**src/scd_map.svh**
```systemverilog
// Constants for the synchronous clock divider
`ifndef SCD_MAP_SVH
`define SCD_MAP_SVH

`define SCD_DIV_WIDTH     3
`define SCD_DIV_RESET     3'h0
`define SCD_ARM_WIDTH     2
`define SCD_ARM_RESET     2'h0
`define SCD_ARM_LAST      2'h2
`define SCD_SYNC_STAGES   3
`define SCD_HALF_BIT      0
`define SCD_QUARTER_BIT   1
`define SCD_EIGHTH_BIT    2

`endif

```
**src/scd_pkg.sv**
```systemverilog
// Types for the synchronous clock divider
package scd_pkg;

    typedef enum logic [1:0] {
        SCD_HELD = 2'b00,
        SCD_ARM  = 2'b01,
        SCD_RUN  = 2'b10
    } scd_state_t;

    typedef logic [2:0] scd_count_t;

endpackage

```
**src/scd_pin_sync.sv**
```systemverilog
// Three-stage pin synchroniser with agreement filter
`timescale 1ns/100ps

module scd_pin_sync #(
    parameter logic RESET_LEVEL = 1'b0
) (
    // Clock and reset
    input  wire logic clock,
    input  wire logic reset,
    // Pin and filtered level
    input  wire logic pinIn,
    output logic      level
);

    logic stage1;
    logic stage2;
    logic stage3;
    logic next_level;

    // Level moves only once stages two and three agree
    always_comb begin
        next_level = level;
        if (stage2 == stage3) begin
            next_level = stage3;
        end
    end

    always_ff @(posedge clock) begin
        if (reset) begin
            stage1 <= RESET_LEVEL;
            stage2 <= RESET_LEVEL;
            stage3 <= RESET_LEVEL;
            level  <= RESET_LEVEL;
        end else begin
            stage1 <= pinIn;
            stage2 <= stage1;
            stage3 <= stage2;
            level  <= next_level;
        end
    end

endmodule

```
**src/scd_divider.sv**
```systemverilog
// Synchronous divide-by-2/4/8 clock divider with freeze and reset
//
// Notes on behaviour
// - Reset released with clock low: half-rate output first toggles on third following rise.
// - Asserted freeze stops the stages at the next falling input edge.
// - While frozen every stage holds its state on any edge.
// - Freeze released: counting resumes from the next falling edge onward.
// - Resume steps from held state to next, keeping output phase.
`timescale 1ns/100ps
`include "scd_map.svh"

module scd_divider (
    // System clock and reset
    input  wire logic clock,
    input  wire logic reset,
    // Divider pins
    input  wire logic inputClock,
    input  wire logic enableN,
    input  wire logic divider_sync_reset,
    // Divided outputs
    output logic      half_rate_out,
    output logic      quarter_rate_out,
    output logic      eighth_rate_out
);
    import scd_pkg::*;

    // Synchronised pin levels
    logic                      clockLevel;
    logic                      enableNLevel;
    logic                      resetLevel;

    // Input clock edge detection
    logic                      clockPrev;
    logic                      next_clockPrev;
    logic                      riseSeen;
    logic                      fallSeen;

    // Freeze flop
    logic                      running;
    logic                      next_running;

    // Reset release sequencing
    scd_state_t                state;
    scd_state_t                next_state;
    logic [`SCD_ARM_WIDTH-1:0] armCount;
    logic [`SCD_ARM_WIDTH-1:0] next_armCount;
    logic                      armDone;

    // Divider stages
    scd_count_t                divCount;
    scd_count_t                next_divCount;
    logic                      advance;
    logic [`SCD_DIV_WIDTH-1:0] toggle;

    // Output flops
    logic                      next_half;
    logic                      next_quarter;
    logic                      next_eighth;

    // Pin synchronisers
    scd_pin_sync #(.RESET_LEVEL(1'b0)) clockSync (
        .clock (clock),
        .reset (reset),
        .pinIn (inputClock),
        .level (clockLevel)
    );

    scd_pin_sync #(.RESET_LEVEL(1'b0)) enableSync (
        .clock (clock),
        .reset (reset),
        .pinIn (enableN),
        .level (enableNLevel)
    );

    scd_pin_sync #(.RESET_LEVEL(1'b1)) resetSync (
        .clock (clock),
        .reset (reset),
        .pinIn (divider_sync_reset),
        .level (resetLevel)
    );

    // Input clock edges
    assign riseSeen = clockLevel & ~clockPrev;
    assign fallSeen = ~clockLevel & clockPrev;

    always_comb begin
        next_clockPrev = clockLevel;
    end

    always_ff @(posedge clock) begin
        if (reset) begin
            clockPrev <= 1'b0;
        end else begin
            clockPrev <= next_clockPrev;
        end
    end

    // Freeze flop, sampled on falling input edges only
    always_comb begin
        next_running = running;
        if (resetLevel) begin
            next_running = 1'b1;
        end else if (fallSeen) begin
            next_running = ~enableNLevel;
        end
    end

    always_ff @(posedge clock) begin
        if (reset) begin
            running <= 1'b1;
        end else begin
            running <= next_running;
        end
    end

    // Third counted rise after release ends the arming phase
    assign armDone = riseSeen && (armCount == `SCD_ARM_LAST);

    // Reset release sequencing
    always_comb begin
        next_state    = state;
        next_armCount = armCount;
        unique case (state)
            SCD_HELD: begin
                next_armCount = `SCD_ARM_RESET;
                if (!resetLevel) begin
                    next_state = SCD_ARM;
                end
            end
            SCD_ARM: begin
                if (riseSeen) begin
                    next_armCount = armCount + 2'h1;
                end
                if (armDone) begin
                    next_state = SCD_RUN;
                end
            end
            SCD_RUN: begin
                next_armCount = armCount;
            end
            default: begin
                next_state = SCD_HELD;
            end
        endcase
        if (resetLevel) begin
            next_state    = SCD_HELD;
            next_armCount = `SCD_ARM_RESET;
        end
    end

    always_ff @(posedge clock) begin
        if (reset) begin
            state    <= SCD_HELD;
            armCount <= `SCD_ARM_RESET;
        end else begin
            state    <= next_state;
            armCount <= next_armCount;
        end
    end

    // Stages advance on a counted rise only while running
    always_comb begin
        advance = 1'b0;
        unique case (state)
            SCD_HELD: begin
                advance = 1'b0;
            end
            SCD_ARM: begin
                advance = armDone && running;
            end
            SCD_RUN: begin
                // Frozen stages keep their value
                advance = riseSeen && running;
            end
            default: begin
                advance = 1'b0;
            end
        endcase
    end

    // Each stage toggles once all lower stages are high
    always_comb begin
        toggle[`SCD_HALF_BIT]    = advance;
        toggle[`SCD_QUARTER_BIT] = advance && divCount[`SCD_HALF_BIT];
        toggle[`SCD_EIGHTH_BIT]  = advance && divCount[`SCD_HALF_BIT]
                                   && divCount[`SCD_QUARTER_BIT];
    end

    // Held state steps to the next count, phase kept
    always_comb begin
        next_divCount = divCount ^ toggle;
        if (resetLevel) begin
            next_divCount = `SCD_DIV_RESET;
        end
    end

    always_ff @(posedge clock) begin
        if (reset) begin
            divCount <= `SCD_DIV_RESET;
        end else begin
            divCount <= next_divCount;
        end
    end

    // Output flops mirror the stage flops, edges aligned
    always_comb begin
        next_half    = next_divCount[`SCD_HALF_BIT];
        next_quarter = next_divCount[`SCD_QUARTER_BIT];
        next_eighth  = next_divCount[`SCD_EIGHTH_BIT];
    end

    always_ff @(posedge clock) begin
        if (reset) begin
            half_rate_out    <= 1'b0;
            quarter_rate_out <= 1'b0;
            eighth_rate_out  <= 1'b0;
        end else begin
            half_rate_out    <= next_half;
            quarter_rate_out <= next_quarter;
            eighth_rate_out  <= next_eighth;
        end
    end

endmodule

```
**config.mk**
```make
export PLATFORM = sky130hd
export DESIGN_NAME = scd_divider
export DESIGN_NICKNAME = d
export VERILOG_FILES = /design/src/scd_pkg.sv /design/src/scd_pin_sync.sv /design/src/scd_divider.sv
export VERILOG_INCLUDE_DIRS = /design/src
export SDC_FILE = /design/constraint.sdc
export NUM_CORES = 1
export LEC_CHECK = 0
export BUFFER_PORTS_ARGS = -buffer_cell sky130_fd_sc_hd__clkbuf_2
export CAP_MARGIN = 20
export CORE_MARGIN = 5
export CORE_UTILIZATION = 58
export DETAILED_ROUTE_END_ITERATION = 10
export PLACE_DENSITY_LB_ADDON = 0.12
export SETUP_SLACK_MARGIN = 0.3
export SLEW_MARGIN = 25
export SYNTH_ARGS = -nofsm -noshare
export SYNTH_HDL_FRONTEND = slang
export SYNTH_SLANG_ARGS = --single-unit
```
**constraint.sdc**
```tcl
create_clock -name clock -period 4.7 [get_ports clock]
set_input_delay 0.705 -clock clock [delete_from_list [all_inputs] [get_ports clock]]
set_output_delay 0.705 -clock clock [all_outputs]
set_load 0.01 [all_outputs]
```
==> results.sh, run 1 <==
export IMPL_synthMostInstantiatedCell="dfxtp_1"
export IMPL_combPwrFrac_pct=2.3
export IMPL_synth_area_leaders="dfxtp_1, ha_1, nor2b_1"
export IMPL_switchingPower_uw=54.54
export IMPL_cts_sinks=21
export IMPL_crit_top_cell="ha_1"
export IMPL_path_max_fanout=3
export IMPL_cp_arrival_ps=1850
export IMPL_path_cells="inv_1 > ha_1 > o211ai_1 > nor3b_1 > ha_1 > ha_1 > xnor2_1 > nor3_1"
export IMPL_routedWlPerCell_um=11.14
export IMPL_p_leak_uw=0.0003559
export IMPL_die_y_um=46.98
export IMPL_initial_core_util_pct=60.96
export IMPL_cts_made_buffers=3
export IMPL_n_fill_cell=114
export IMPL_max_stage_delay_ps=370
export IMPL_ys_ff_latch=21
export IMPL_antenna_found_initial=0
export IMPL_grt_pass1_wl_um=2145
export IMPL_dp_cells=96
export IMPL_layout_cells_non_filler=100
export IMPL_synth_main_ff_cell="dfxtp_1"
export IMPL_path_clk_slew_ps=110
export IMPL_crit_required_ps=4880
export IMPL_port_buffers=7
export IMPL_layout_nets=97
export IMPL_placementRows=13
export IMPL_seq_power_share_pct=67.4
export IMPL_cts_root_buf="clkbuf_4"
export IMPL_rrSetupSlack_ps=3030
export IMPL_cap_violations=0
export IMPL_path_class="flop to flop"
export IMPL_min_path_type="flop to flop"
export IMPL_relSlewSlack_pct=78.57
export IMPL_dieArea_um2=2207
export IMPL_syn_area_um2=793.3
export IMPL_ir_worst_vdd_mv=0.1969
export IMPL_rsz0062_at_grt="false"
export IMPL_grt_max_degree=17
export IMPL_grt_overflow_total=0
export IMPL_power_density_nw_per_um2=311.0
export IMPL_n_antenna_cell=0
export IMPL_die_w_um=46.98
export IMPL_synth_top_area_share_pct=53.00
export IMPL_yosys_top_cells_count="dfxtp_1, nor2b_1, ha_1"
export IMPL_setup_viol=0
export IMPL_hold_viol=0
export IMPL_wirelength_um=1114
export IMPL_switching_share_pct=20.17
export IMPL_ctsLongestPathBuffers=2
export IMPL_dr_pass1_iters=4
export IMPL_synth_seq_area_share_pct=53.00
export IMPL_period_share_pct=35.51
export IMPL_worst_pin_slew_ps=321.4
export IMPL_gp_congestion=0.7881
export IMPL_synthArstFlopShare_pct=0
export IMPL_yosysUniqueCellTypes=25
export IMPL_setup_tns_final_ps=0
export IMPL_cts_tree="built"
export IMPL_cts_setup_buffers=0
export IMPL_vias=520
export IMPL_cp_slowest_cell="dfxtp_1"
export IMPL_insertion_delay_ps=290
export IMPL_ioPinCount=8
export IMPL_drtIter0Drc=4
export IMPL_area_delta_synth_final_pct=9.621
export IMPL_design_core_area_um2=1301
export IMPL_grt_pass1_vias=530
export IMPL_status="finished clean"
export IMPL_grt_total_usage_pct=13.70
export IMPL_yosys_area_top_type="dfxtp_1"
export IMPL_syn_nets=86
export IMPL_synth_edff_count=0
export IMPL_holdBufCountCts=0
export IMPL_finalMaxSlewViolations=0
export IMPL_vias_per_cell=5.200
export IMPL_yosysWarnings=0
export IMPL_skew_ps=7.546
export IMPL_pwr_share_clk_pct=30.3
export IMPL_dpl_hpwl_um=849.1
export IMPL_end_kind="flop"
export IMPL_internal_power_uw=215.9
export IMPL_period_needed_ps=1669
export IMPL_critPathLaunchType="flop"
export IMPL_drc=0
export IMPL_ant_nets=0
export IMPL_synth_area_per_cell_um2=10.58
export IMPL_cts_repair_resize_count=0
export IMPL_syn_instance_count=75
export IMPL_cts_max_level=1
export IMPL_fmax_mhz=599.1
export IMPL_final_layout_size_suffix_gt1_share_pct=21.18
## metal layers
| layer | up-vias | share of wire (%) | track usage [%] |
|---|---|---|---|
| met3 | 2 | 4.5 | 3.448 |
| li1 | 272 | - | - |
| met2 | 8 | 48 | 23.31 |
| met4 | 0 | 0.72 | 4.972 |
| met1 | 238 | 46 | 16.67 |
| met5 | - | 0 | 0 |
## final timing paths
path / start / to / cells after the start
max: state[0] / divCount[2] / 8
min: resetSync.stage1 / resetSync.stage2 / 1
max reg2reg: state[0] / divCount[2] / 8
min reg2reg: resetSync.stage1 / resetSync.stage2 / 1
## kinds of logic (layout without fill, tap and decap cells)
family / Yosys count / count (layout) / synth area share (%)
and+or+nand+nor: 31 / 31 / 24.60
DFF: 21 / 21 / 53.00
AOI/OAI and AO/OA: 12 / 12 / 9.779
adders and majority gates: 6 / 6 / 9.463
buffers and inverters: 4 / 14 / 2.050
xor gates and xnor gates: 1 / 1 / 1.104
## cells in the final DEF, fill, tap and decap left out, types with 3 or more instances in the layout
master    instances
o211ai_1          3
ha_1              6
a21oi_1           3
inv_1             3
dfxtp_1          21
clkbuf_2          7
nor2_1            5
or2_2             3
clkbuf_4          3
nand2_1           4
nor2b_1           7
## flip-flops by register name, summed over array words and instances (netlist names)
signal,flops
clockSync.level,1
divCount,3
clockPrev,1
resetSync.stage1,1
clockSync.stage1,1
resetSync.stage3,1
state,2
enableSync.stage1,1
clockSync.stage3,1
clockSync.stage2,1
resetSync.level,1
enableSync.stage2,1
enableSync.level,1
running,1
resetSync.stage2,1
enableSync.stage3,1
armCount,2
## power by group through the flow
stage | clock (uW) | sequential, uW | combinational (uW)
after global placement | 0 | 186 | 6.12
final | 81.9 | 182 | 6.14
after floorplan | 0 | 186 | 3.73
after CTS | 86.2 | 182 | 6.25
after global routing | 93.2 | 183 | 7.18
after detailed placement | 0 | 186 | 6.25
## worst max-delay path, delay by kind of cell (launching register included)
family | cells | cell delay, ps
DFF | 1 | 370
adders and majority gates | 3 | 630
buffers and inverters | 1 | 70
xor gates and xnor gates | 1 | 130
AOI/OAI and AO/OA | 1 | 90
and+or+nand+nor | 2 | 260
## final cells by class
| type | instances | area [um^2] | area share, % |
|---|---|---|---|
| Multi-Input combinational cell | 50 | 356.6 | 41.01 |
| Clock inverter | 1 | 5.005 | 0.5755 |
| Sequential cell | 21 | 420.4 | 48.35 |
| Clock buffer | 3 | 22.52 | 2.590 |
| Inverter | 3 | 11.26 | 1.295 |
| Timing Repair Buffer | 7 | 35.03 | 4.029 |
| Tap cell | 15 | 18.77 | 2.158 |
## stage by stage
step / instance area (um^2) / setup slack, ps / power, uW / hold WS [ps] / util, %
6_report: 869.6 / 3031 / 270.5 / 428.5 / 66.83
3_5_place_dp: 842.1 / 3040 / 192.7 / 405.0 / 64.71
4_1_cts: 869.6 / 3003 / 274.9 / 434.9 / 66.83
2_1_floorplan: 793.3 / 3191 / 189.7 / 389.5 / -
3_3_place_gp: 842.1 / 3120 / 192.4 / 396.8 / 64.71
5_1_grt: 869.6 / 2819 / 283.3 / 450.3 / 66.83
No activity file was read; power rests on OpenSTA's default activity.
==> run 2: changes to the inputs <==
CORE_UTILIZATION = 49   (was 58)
clock period = 1.5 ns   (was 4.7 ns; I/O delays follow)
==> run 2 against run 1 <==
The flow now finishes with violations (setup timing); via count increased by 4.0%; clock power increased to 3.2 times the previous value; flip-flop and latch count unchanged; routed wire length increased by 16%; critical path type unchanged; largest cell class is now multi-input combinational cells; largest power group unchanged; highest routed layer unchanged.
==> results.sh, run 2 (synthesis results as in run 1) <==
export IMPL_status="finished, violations left"
export IMPL_violations="setup timing"
export IMPL_grt_pass1_wl_um=2325
export IMPL_fmax_mhz=621.8
export IMPL_hold_viol=0
export IMPL_vias=541
export IMPL_cp_num_buf_inv=1
export IMPL_path_max_fanout=3
export IMPL_grt_max_degree=17
export IMPL_initial_core_util_pct=52.05
export IMPL_post_dp_cell_area_um2=868.3
export IMPL_fin_area_um2=988.4
export IMPL_path_clk_slew_ps=110
export IMPL_design_core_area_um2=1524
export IMPL_cts_root_buf="clkbuf_4"
export IMPL_r2r_worst_path_cells=7
export IMPL_p_leak_uw=0.0003702
export IMPL_cts_max_level=1
export IMPL_regArea_um2=424.2
export IMPL_max_flop_register="divCount"
export IMPL_area_delta_synth_final_pct=24.61
export IMPL_die_w_um=50.24
export IMPL_cp_arrival_ps=1810
export IMPL_finalMaxSlewViolations=0
export IMPL_cp_depth=7
export IMPL_worst_pin_slew_ps=326.9
export IMPL_setup_viol=2
export IMPL_dpl_hpwl_um=814.1
export IMPL_layout_cells_non_filler=105
export IMPL_placementRows=14
export IMPL_antenna_found_initial=0
export IMPL_mostFrequentLayoutCells="dfxtp_1, nor2b_1, clkbuf_2, nor2_1"
export IMPL_max_stage_delay_ps=360
export IMPL_period_needed_ps=1608
export IMPL_path_class="flop to flop"
export IMPL_cts_made_buffers=3
export IMPL_drc=0
export IMPL_gp_congestion=0.7239
export IMPL_dieArea_um2=2524
export IMPL_insertion_delay_ps=290
export IMPL_ioPinCount=8
export IMPL_dp_cells=100
export IMPL_largestRegisters="divCount: 3 flops, armCount: 2 flops, state: 2 flops"
export IMPL_vias_per_cell=5.152
export IMPL_finalWorstSetupSlack_ps=-108.3
export IMPL_dr_pass1_iters=4
export IMPL_end_kind="flop"
export IMPL_period_share_pct=107.2
export IMPL_cts_sinks=21
export IMPL_n_fill_cell=125
export IMPL_rsz0062_at_grt="true"
export IMPL_routedWlPerCell_um=12.32
export IMPL_holdWs_ps=102.3
export IMPL_path_cells="inv_2 > ha_4 > o211ai_1 > nor3b_2 > ha_2 > ha_4 > and2_4"
export IMPL_pre_cts_ws_ps=-79.26
export IMPL_layout_nets=101
export IMPL_final_layout_size_suffix_gt1_share_pct=44.94
export IMPL_drtIter0Drc=1
export IMPL_n_antenna_cell=0
export IMPL_die_y_um=50.24
export IMPL_min_path_cells=2
export IMPL_crit_required_ps=1710
export IMPL_cts_tree="built"
export IMPL_ctsLongestPathBuffers=2
export IMPL_cp_slowest_cell="dfxtp_2"
export IMPL_multi_input_area_um2=441.7
export IMPL_crit_top_cell="ha_4"
export IMPL_largest_register_ffs=3
export IMPL_wirelength_um=1294
export IMPL_skew_ps=4.715
export IMPL_critPathLaunchType="flop"
export IMPL_power_density_nw_per_um2=861.3
export IMPL_relSlewSlack_pct=78.21
export IMPL_final_common_cell="dfxtp_1"
export IMPL_ant_nets=0
export IMPL_final_util_pct=64.86
export IMPL_port_buffers=7
export IMPL_cap_violations=0
export IMPL_min_path_type="input port to flop"
export IMPL_path_delay_family="adder cells"
export IMPL_grt_total_usage_pct=12.29
export IMPL_grt_overflow_total=0
export IMPL_ir_worst_vdd_mv=0.7218
export IMPL_grt_pass1_vias=542
-- run 2: repair_timing --
item	CTS	global route
gates cloned	0	0
gates resized for setup	9	8
pin swaps	6	6
endpoints found under the setup margin	7	7
buffers inserted	0	1
hold buffers	0	0
endpoints found under the hold margin	0	0
-- run 2: through the flow --
stage / setup TNS, ps / power, uW
floorplan: 0 / 594.5
global placement: -35.05 / 602.9
detailed placement: -154.5 / 603.9
CTS: -135.9 / 865.6
global route: -546.1 / 899.2
finish: -210.0 / 851.3
-- run 2: final timing paths --
path / start / endpoint / slack, ps
worst max-delay path: state[1] / divCount[1] / -110
worst min-delay path: divider_sync_reset / resetSync.stage1 / 100
worst max register to register: state[1] / divCount[1] / -110
worst min register to register: resetSync.stage1 / resetSync.stage2 / 430
-- run 2: power breakdown --
| group | leakage (uW) | switching [uW] | total [uW] | internal [uW] |
|---|---|---|---|---|
| combinational | 0.000183 | 9.58 | 20.0 | 10.4 |
| clock | 0.0000150 | 157 | 260 | 103 |
| sequential | 0.000172 | 3.95 | 571 | 567 |
| total | 0.000370 | 170 | 851 | 681 |
-- run 2: area by class of cell --
| cell class | instances | area share, % |
|---|---|---|
| Clock buffer | 4 | 2.658 |
| Timing Repair Buffer | 11 | 6.582 |
| Sequential cell | 21 | 42.91 |
| Multi-Input combinational cell | 50 | 44.68 |
| Inverter | 3 | 1.139 |
| Tap cell | 16 | 2.025 |
-- run 2: metal layers --
layer / part of all wire (%) / global-route usage, %
met1: 43 / 13.27
met2: 49 / 19.46
met3: 3.9 / 3.550
met4: 3.5 / 10.48
met5: 0 / 0
